## config.mk

```make
export PLATFORM = sky130hd
export DESIGN_NAME = bit_ops_top
export DESIGN_NICKNAME = d
export VERILOG_FILES = /design/src/bit_ops_pkg.sv /design/src/exec_if.sv /design/src/bit_ops_top.sv /design/src/bit_alu.sv
export SDC_FILE = /design/constraint.sdc
export NUM_CORES = 1
export LEC_CHECK = 0
export BUFFER_PORTS_ARGS = -buffer_cell sky130_fd_sc_hd__buf_2
export CORE_ASPECT_RATIO = 0.9
export CORE_UTILIZATION = 50
export CTS_CLUSTER_SIZE = 16
export DETAILED_ROUTE_END_ITERATION = 10
export PLACE_DENSITY = 0.74
export SYNTH_ARGS = -nofsm -noshare
export SYNTH_HDL_FRONTEND = slang
export SYNTH_SLANG_ARGS = --single-unit
```

## constraint.sdc

```tcl
create_clock -name pclk -period 7.1 [get_ports pclk]
set_input_delay 2.13 -clock pclk [delete_from_list [all_inputs] [get_ports pclk]]
set_output_delay 2.13 -clock pclk [all_outputs]
set_load 0.01 [all_outputs]
```

## src/bit_ops_pkg.sv

```systemverilog
package bit_ops_pkg;
   localparam int WORD_W = 24;
   localparam int POS_W  = 5;
   localparam logic [POS_W-1:0] POS_MAX = 5'd23;

   // register offsets (byte addresses)
   localparam logic [11:0] OFS_CMD    = 12'h000;
   localparam logic [11:0] OFS_STATUS = 12'h004;
   localparam logic [11:0] OFS_ACC0   = 12'h010;

   // cmd word fields
   localparam int CMD_OP_LSB  = 0;
   localparam int CMD_SEL_LSB = 4;
   localparam int CMD_ARG_LSB = 8;

   // status word fields
   localparam int ST_BUSY = 0;
   localparam int ST_SLOW = 1;
   localparam int ST_C    = 4;
   localparam int ST_O    = 5;
   localparam int ST_S    = 6;
   localparam int ST_Z    = 7;
   localparam int ST_WDT  = 8;
   localparam int ST_ERR  = 9;

   // execution lengths in cycles
   localparam logic [1:0] CYC_BIT   = 2'd2;
   localparam logic [1:0] CYC_CLEAR = 2'd1;
   localparam logic [1:0] CYC_SLOW  = 2'd3;
   localparam logic [1:0] CYC_FLAG  = 2'd1;
   localparam logic [1:0] CYC_WDT   = 2'd2;

   localparam logic [WORD_W-1:0] ACC_RESET = 24'h00_0000;

   typedef enum logic [2:0] {
      OP_BIT_CLR, OP_BIT_INV, OP_BIT_SET, OP_REG_CLEAR,
      OP_SLOW_CLOCK_SELECT, OP_CARRY_OVERFLOW_RESET, OP_WDT_CLEAR, OP_NONE
   } op_e;

   typedef enum logic [0:0] {
      ST_IDLE, ST_EXEC
   } state_e;
endpackage : bit_ops_pkg

```

## src/exec_if.sv

```systemverilog
interface exec_if;
   import bit_ops_pkg::*;
   logic              start;
   op_e               op;
   logic [WORD_W-1:0] operand;
   logic [POS_W-1:0]  pos;
   logic              arg;
   logic [WORD_W-1:0] result;
   logic              writes_acc;
   logic              sz_update;
   logic              co_clear;
   logic              slow_write;
   logic              wdt_pulse;
   logic [1:0]        cycles;
   modport ctrl (output start, op, operand, pos, arg,
                 input result, writes_acc, sz_update, co_clear, slow_write, wdt_pulse, cycles);
   modport alu  (input start, op, operand, pos, arg,
                 output result, writes_acc, sz_update, co_clear, slow_write, wdt_pulse, cycles);
endinterface : exec_if

```

## src/bit_ops_top.sv

```systemverilog
// Contract
// - bit clear on accumulator, sz flags, 2 cycles
// - bit invert on accumulator, sz flags, 2 cycles
// - bit set on accumulator, sz flags, 2 cycles
// - clear accumulator to zero, 1 cycle
// - slow clock op keeps flags, 3 cycles
// - clear carry and overflow only, 1 cycle
// - restart watchdog, nothing else changes (here the sticky watchdog seen status bit is also set)
// - accumulators are 24-bit two's complement
// - flags follow latest affecting operation
//
// Design decisions made here: register access over APB and the placing of the registers.
module bit_ops_top
(
   input  wire logic        pclk,
   input  wire logic        presetn,
   input  wire logic        psel,
   input  wire logic        penable,
   input  wire logic        pwrite,
   input  wire logic [11:0] paddr,
   input  wire logic [31:0] pwdata,
   output logic      [31:0] prdata,
   output logic             pready,
   output logic             pslverr,
   output logic             slow_clock_on,
   output logic             wdt_clear
);
   import bit_ops_pkg::*;

   exec_if e ();

   logic [WORD_W-1:0] acc [4];
   logic              flag_c;
   logic              flag_o;
   logic              flag_s;
   logic              flag_z;
   logic              cmd_err;
   logic              wdt_seen;

   state_e            state;
   logic [1:0]        count;

   // command latched at accept, held for the whole execution
   op_e               cur_op;
   logic [1:0]        cur_sel;
   logic [POS_W-1:0]  cur_pos;
   logic              cur_arg;

   bit_alu bit_alu_inst (
      .e (e.alu)
   );

   function automatic logic is_acc(input logic [11:0] a);
      is_acc = (a[11:4] == OFS_ACC0[11:4]) && (a[1:0] == 2'b00);
   endfunction : is_acc

   function automatic logic mapped(input logic [11:0] a);
      mapped = (a == OFS_CMD) || (a == OFS_STATUS) || is_acc(a);
   endfunction : mapped

   wire             access    = psel && penable;
   wire             busy      = (state == ST_EXEC);
   wire             wr_cmd    = access && pwrite && (paddr == OFS_CMD);
   wire             wr_status = access && pwrite && (paddr == OFS_STATUS);
   wire [2:0]       new_op    = pwdata[CMD_OP_LSB +: 3];
   wire [1:0]       new_sel   = pwdata[CMD_SEL_LSB +: 2];
   wire [POS_W-1:0] new_pos   = pwdata[CMD_ARG_LSB +: POS_W];
   wire             new_arg   = pwdata[CMD_ARG_LSB];
   wire             bad_pos   = (new_pos > POS_MAX) && (new_op <= 3'd2);
   wire             bad_op    = new_op >= 3'd7;
   wire             accept    = wr_cmd && !busy && !bad_pos && !bad_op;
   wire             finish    = busy && (count == 2'd1);

   // writes to an accumulator while busy would race the write-back
   wire busy_wr = access && pwrite && busy && (wr_cmd || is_acc(paddr));

   // c and o come from instructions outside this block; software loads them here,
   // idle only, so a running flag clear is never undone
   wire sw_flag_wr = wr_status && !busy;

   // zero wait states: every access completes in its first access cycle
   assign pready  = 1'b1;
   assign pslverr = access && (!mapped(paddr) || busy_wr || (wr_cmd && (bad_pos || bad_op)));

   assign e.start   = finish;
   assign e.op      = cur_op;
   assign e.operand = acc[cur_sel];
   assign e.pos     = cur_pos;
   assign e.arg     = cur_arg;

   always_ff @(posedge pclk or negedge presetn) begin
      if (!presetn) begin
         state   <= ST_IDLE;
         count   <= 2'd0;
         cur_op  <= OP_NONE;
         cur_sel <= 2'd0;
         cur_pos <= '0;
         cur_arg <= 1'b0;
      end else begin
         case (state)
            ST_IDLE: begin
               if (accept) begin
                  state   <= ST_EXEC;
                  cur_op  <= op_e'(new_op);
                  cur_sel <= new_sel;
                  cur_pos <= new_pos;
                  cur_arg <= new_arg;
               end
            end
            ST_EXEC: begin
               // count 0 on entry: the length comes from the alu one cycle later
               if (count == 2'd0) begin
                  count <= e.cycles;
               end else if (finish) begin
                  state  <= ST_IDLE;
                  count  <= 2'd0;
                  cur_op <= OP_NONE;
               end else begin
                  count <= count - 2'd1;
               end
            end
            default: begin
               state <= ST_IDLE;
            end
         endcase
      end
   end

   // per-accumulator write-back, software write when idle
   for (genvar i = 0; i < 4; i++) begin : g_acc
      always_ff @(posedge pclk or negedge presetn) begin
         if (!presetn) begin
            acc[i] <= ACC_RESET;
         end else if (finish && e.writes_acc && (cur_sel == 2'(i))) begin
            acc[i] <= e.result;
         end else if (access && pwrite && !busy && is_acc(paddr)
                      && (paddr[3:2] == 2'(i))) begin
            acc[i] <= pwdata[WORD_W-1:0];
         end
      end
   end

   always_ff @(posedge pclk or negedge presetn) begin
      if (!presetn) begin
         flag_s <= 1'b0;
         flag_z <= 1'b0;
      end else if (finish && e.sz_update) begin
         flag_s <= e.result[WORD_W-1];
         flag_z <= (e.result == ACC_RESET);
      end
   end

   always_ff @(posedge pclk or negedge presetn) begin
      if (!presetn) begin
         flag_c <= 1'b0;
         flag_o <= 1'b0;
      end else if (finish && e.co_clear) begin
         flag_c <= 1'b0;
         flag_o <= 1'b0;
      end else if (sw_flag_wr) begin
         flag_c <= pwdata[ST_C];
         flag_o <= pwdata[ST_O];
      end
   end

   always_ff @(posedge pclk or negedge presetn) begin
      if (!presetn) begin
         slow_clock_on <= 1'b0;
      end else if (finish && e.slow_write) begin
         slow_clock_on <= e.result[0];
      end
   end

   // one-cycle restart pulse for the external watchdog counter
   always_ff @(posedge pclk or negedge presetn) begin
      if (!presetn) begin
         wdt_clear <= 1'b0;
      end else begin
         wdt_clear <= finish && e.wdt_pulse;
      end
   end

   // sticky seen bit: set wins over the write-one clear
   always_ff @(posedge pclk or negedge presetn) begin
      if (!presetn) begin
         wdt_seen <= 1'b0;
      end else if (finish && e.wdt_pulse) begin
         wdt_seen <= 1'b1;
      end else if (wr_status && pwdata[ST_WDT]) begin
         wdt_seen <= 1'b0;
      end
   end

   always_ff @(posedge pclk or negedge presetn) begin
      if (!presetn) begin
         cmd_err <= 1'b0;
      end else if (wr_cmd && (bad_pos || bad_op || busy)) begin
         cmd_err <= 1'b1;
      end else if (wr_status && pwdata[ST_ERR]) begin
         cmd_err <= 1'b0;
      end
   end

   // read data only in the access phase, zero otherwise
   always_comb begin
      prdata = 32'h0000_0000;
      if (access && !pwrite) begin
         if (paddr == OFS_STATUS) begin
            prdata[ST_BUSY] = busy;
            prdata[ST_SLOW] = slow_clock_on;
            prdata[ST_C]    = flag_c;
            prdata[ST_O]    = flag_o;
            prdata[ST_S]    = flag_s;
            prdata[ST_Z]    = flag_z;
            prdata[ST_WDT]  = wdt_seen;
            prdata[ST_ERR]  = cmd_err;
         end else if (is_acc(paddr)) begin
            prdata[WORD_W-1:0] = acc[paddr[3:2]];
         end
      end
   end
endmodule : bit_ops_top

```

## src/bit_alu.sv

```systemverilog
module bit_alu
   import bit_ops_pkg::*;
(
   exec_if.alu e
);
   function automatic logic [WORD_W-1:0] one_hot(input logic [POS_W-1:0] p);
      one_hot = {{(WORD_W-1){1'b0}}, 1'b1} << p;
   endfunction : one_hot

   always_comb begin
      e.result     = e.operand;
      e.writes_acc = 1'b0;
      e.sz_update  = 1'b0;
      e.co_clear   = 1'b0;
      e.slow_write = 1'b0;
      e.wdt_pulse  = 1'b0;
      e.cycles     = CYC_CLEAR;
      case (e.op)
         OP_BIT_CLR: begin
            e.result     = e.operand & ~one_hot(e.pos);
            e.writes_acc = 1'b1;
            e.sz_update  = 1'b1;
            e.cycles     = CYC_BIT;
         end
         OP_BIT_INV: begin
            e.result     = e.operand ^ one_hot(e.pos);
            e.writes_acc = 1'b1;
            e.sz_update  = 1'b1;
            e.cycles     = CYC_BIT;
         end
         OP_BIT_SET: begin
            e.result     = e.operand | one_hot(e.pos);
            e.writes_acc = 1'b1;
            e.sz_update  = 1'b1;
            e.cycles     = CYC_BIT;
         end
         OP_REG_CLEAR: begin
            e.result     = ACC_RESET;
            e.writes_acc = 1'b1;
            e.sz_update  = 1'b1;
            e.cycles     = CYC_CLEAR;
         end
         OP_SLOW_CLOCK_SELECT: begin
            e.result     = {{(WORD_W-1){1'b0}}, e.arg};
            e.slow_write = 1'b1;
            e.cycles     = CYC_SLOW;
         end
         OP_CARRY_OVERFLOW_RESET: begin
            e.co_clear = 1'b1;
            e.cycles   = CYC_FLAG;
         end
         OP_WDT_CLEAR: begin
            e.wdt_pulse = 1'b1;
            e.cycles    = CYC_WDT;
         end
         default: begin
            e.result = e.operand;
         end
      endcase
      // effects only on the finishing cycle; cycles stays valid for the length load
      if (!e.start) begin
         e.writes_acc = 1'b0;
         e.sz_update  = 1'b0;
         e.co_clear   = 1'b0;
         e.slow_write = 1'b0;
         e.wdt_pulse  = 1'b0;
      end
   end
endmodule : bit_alu

```

==> metrics.md <==
| Metric | Value |
|---|---|
| Largest net degree at the start of global routing | 71 |
| Worst setup EP type | output port |
| CTS H-Tree Depth | 4 |
| Vias in the first global route | 7375 |
| Routed Wire Length | 25600 um |
| Slowest stage cell, crit path | buf_2 |
| Post-cts gate resize count | 0 |
| Setup TNS | 0 ps |
| Hold path start | flag_s |
| Post-synth top area share | 0.324 |
| Syn avg cell area | 10.1 sq um |
| Post-route ant nets | 0 |
| Ys async rst share | 1.00 |
| Fmax | 0.164 GHz |
| Post-synth EDFFs | 0 |
| Pins Over Slew Limit | 0 |
| Main synth FF type | dfrtp_1 |
| Final hold vios | 0 |
| Post-Syn Instances | 869 |
| Slowest stage delay, CP | 770 ps |
| Pre-antenna DRT Iters | 5 |
| Initial core utilization | 0.517 |
| Tightest Hold Check Type | reg -> reg |
| Port-buffer cells | 67 |
| Synth area leader | dfrtp_1 |
| Maximum capacitance violations | 0 |
| Outcome | completed |
| Type of origin of the critical path | input port |
| Hold_ws | 501 ps |
| Root Driver | clkbuf_16 |
| Worst-path fanout max | 29 |
| Share of cells above drive strength 1 | 0.259 |
| Aggregate global routing overflow | 0 |
| Final core occ | 0.572 |
| Layout Skew | 7.02 ps |
| Count leader, synth | dfrtp_1 |
| Pre-CTS setup slack | 947 ps |
| Antenna diodes | 0 |
| Synth unique cells | 60 |
| Peak VDD IR | 0.161 mV |
| Total Power | 1.58 mW |
| Reg clk slew, reported paths | 60 ps |
| Final period util | 0.858 |
| Synth-to-layout area growth | 10.8% |
| Die width | 142 um |
| # rows | 45 |
| Synth warnings | 0 |
| Pleak | 4.15 nW |
| Top cells by area, synth | dfrtp_1, mux4_2, ha_1 |
| Setup violators final | 0 |
| GP Congestion | 0.860 |
| CP Class | in -> out |
| Post-CTS setup buffer count | 0 |
| HPWL Detailed | 16300 um |
| Fin crit period | 6090 ps |
| Clk Latency, worst-skew pair | 430 ps |
| First-pass GRT wire length | 41200 um |
| Chip Height | 128 um |
| Vias | 7444 |
| TritonCTS Sinks | 117 |
| R2R cell count | 9 |
| Most frequent cells after synthesis | dfrtp_1, nor2_1, o21ai_0 |
| Reg area | 2930 sq um |
| Slew @ Worst Pin | 1260 ps |
| Hold_buf cts | 0 |
| Core area | 17100 sq um |
| Buf+Inv Stages, Crit Path | 2 |
| Worst reg2reg path endpoint | flag_z |
| Num CTS Buffers | 17 |
| Reg2Reg Setup Slack | 3360 ps |
| GRT Total Usage | 0.301 |
| Max-slew headroom | 0.155 |
| Hold Crit Depth | 2 |
| Pwr/cell area | 162 nW/um^2 |
| Final WS setup | 1010 ps |
| RSZ-0062 raised after global routing | false |
| Initial DRC Count | 786 |
| Die ar. | 18200 sq um |
| Largest delay share family, worst path | buffers and inverters |
| Critical Path AT | 3960 ps |
| Synthesized area | 8810 sq um |
| Io pins | 85 |
| Post-DR vias/cell | 6.52 |
| DRC Markers | 0 |
| Crit-path cells | buf_2 -> mux4_2 -> a32o_1 -> buf_2 |
| Hold path endpoint | flag_s |
| Multi-input gate area in the final layout | 5390 sq um |
| CP dominant cell by count | buf_2 |
| Fin nets | 992 |
| Filler cells | 1498 |
| Sequential share of the synthesized area | 0.333 |
| Initial antenna violation count | 0 |
| Post-DR wirelength/cell | 22.5 um |
| CTS tree | yes |
| Synth Register Bits | 117 |
| Bufs on Longest Clock Path | 2 |
| Reg2reg start | cur_sel[0] |
| WP data required | 4970 ps |
==> cells in the final DEF, fill, tap and decap left out, types with 5 or more instances in the layout <==
master      instances
a21oi_1            35
a221o_1            48
a32o_1              7
and3_1             17
buf_2              66
buf_4              18
clkbuf_16          17
clkinv_2            5
clkinvlp_4          6
conb_1              9
dfrtp_1           113
ha_1               50
inv_1              31
mux2_2             28
mux2_4             13
mux2i_1            17
mux4_2             47
nand2_1            55
nand2b_1            6
nand3_1            14
nor2_1             75
nor2_2             13
nor2b_1            10
nor3_1              9
nor3b_1            26
nor4_1              6
nor4b_1            11
o21ai_0            58
o22a_1              5
o22ai_1             9
o31ai_1             6
or4_1               8
==> worst max path at each step <==
stage / from / end / slack (ps) / cells after the start
2_1_floorplan: paddr[2] / prdata[7] / 1210 / 4
3_3_place_gp: paddr[2] / prdata[2] / 970 / 4
3_5_place_dp: paddr[2] / prdata[5] / 950 / 4
4_1_cts: paddr[2] / prdata[5] / 950 / 4
5_1_grt: paddr[2] / prdata[5] / 870 / 4
6_report: paddr[2] / prdata[5] / 1010 / 4
==> logic make-up (layout without fill, tap and decap cells) <==
group	after synthesis	in the layout	share of synthesized area
fa+ha+maj	50	50	0.0710
other cells	2	9	0.000852
simple gates	275	275	0.173
mux	107	107	0.200
flops	117	117	0.333
buf+inv	117	147	0.0616
compound gates	201	201	0.162
==> per-layer routing <==
layer	wire, um	global-route usage
met1	11000	0.424
met2	11700	0.464
met3	2270	0.0609
met4	640	0.105
met5	0	0
==> per-stage QoR <==
stage                     area (sq um)  instances
final                             9760       1141
after global routing              9760       1141
after CTS                         9760       1141
after detailed placement          9200       1109
after global placement            9200       1109
after floorplan                   8840        876
==> power by group <==
group,total (mW),switching (mW),internal [mW]
sequential,0.670,0.00120,0.668
clock,0.834,0.338,0.495
combinational,0.0790,0.0523,0.0266
==> cell type report <==
cell class / count / share of cell area
well taps: 235 / 0.0301
clock buffers: 19 / 0.0464
multi-input cells: 642 / 0.552
repair buffers: 84 / 0.0477
inverters: 31 / 0.0119
clock inverters: 13 / 0.0111
flip-flops and latches: 117 / 0.300
==> worst register-to-register path: stages, from the launching register on <==
cell and delay [ps]:
dfrtp_2 330, buf_4 480, mux4_2 680, ha_1 220
nor4b_1 140, or4_1 640, nand4b_1 250, nor3_1 350
a31oi_1 210, o41ai_2 360
==> registers in the layout (all words and copies together), names as in the netlist <==
| name | flops |
|---|---|
| cur_pos | 5 |
| flag_s | 1 |
| cur_op | 3 |
| acc | 96 |
| busy | 1 |
| flag_o | 1 |
| slow_clock_on | 1 |
| cmd_err | 1 |
| cur_sel | 2 |
| count | 2 |
| flag_z | 1 |
| wdt_seen | 1 |
| wdt_clear | 1 |
| flag_c | 1 |
Note: power is estimated with default switching activity, not from simulation.
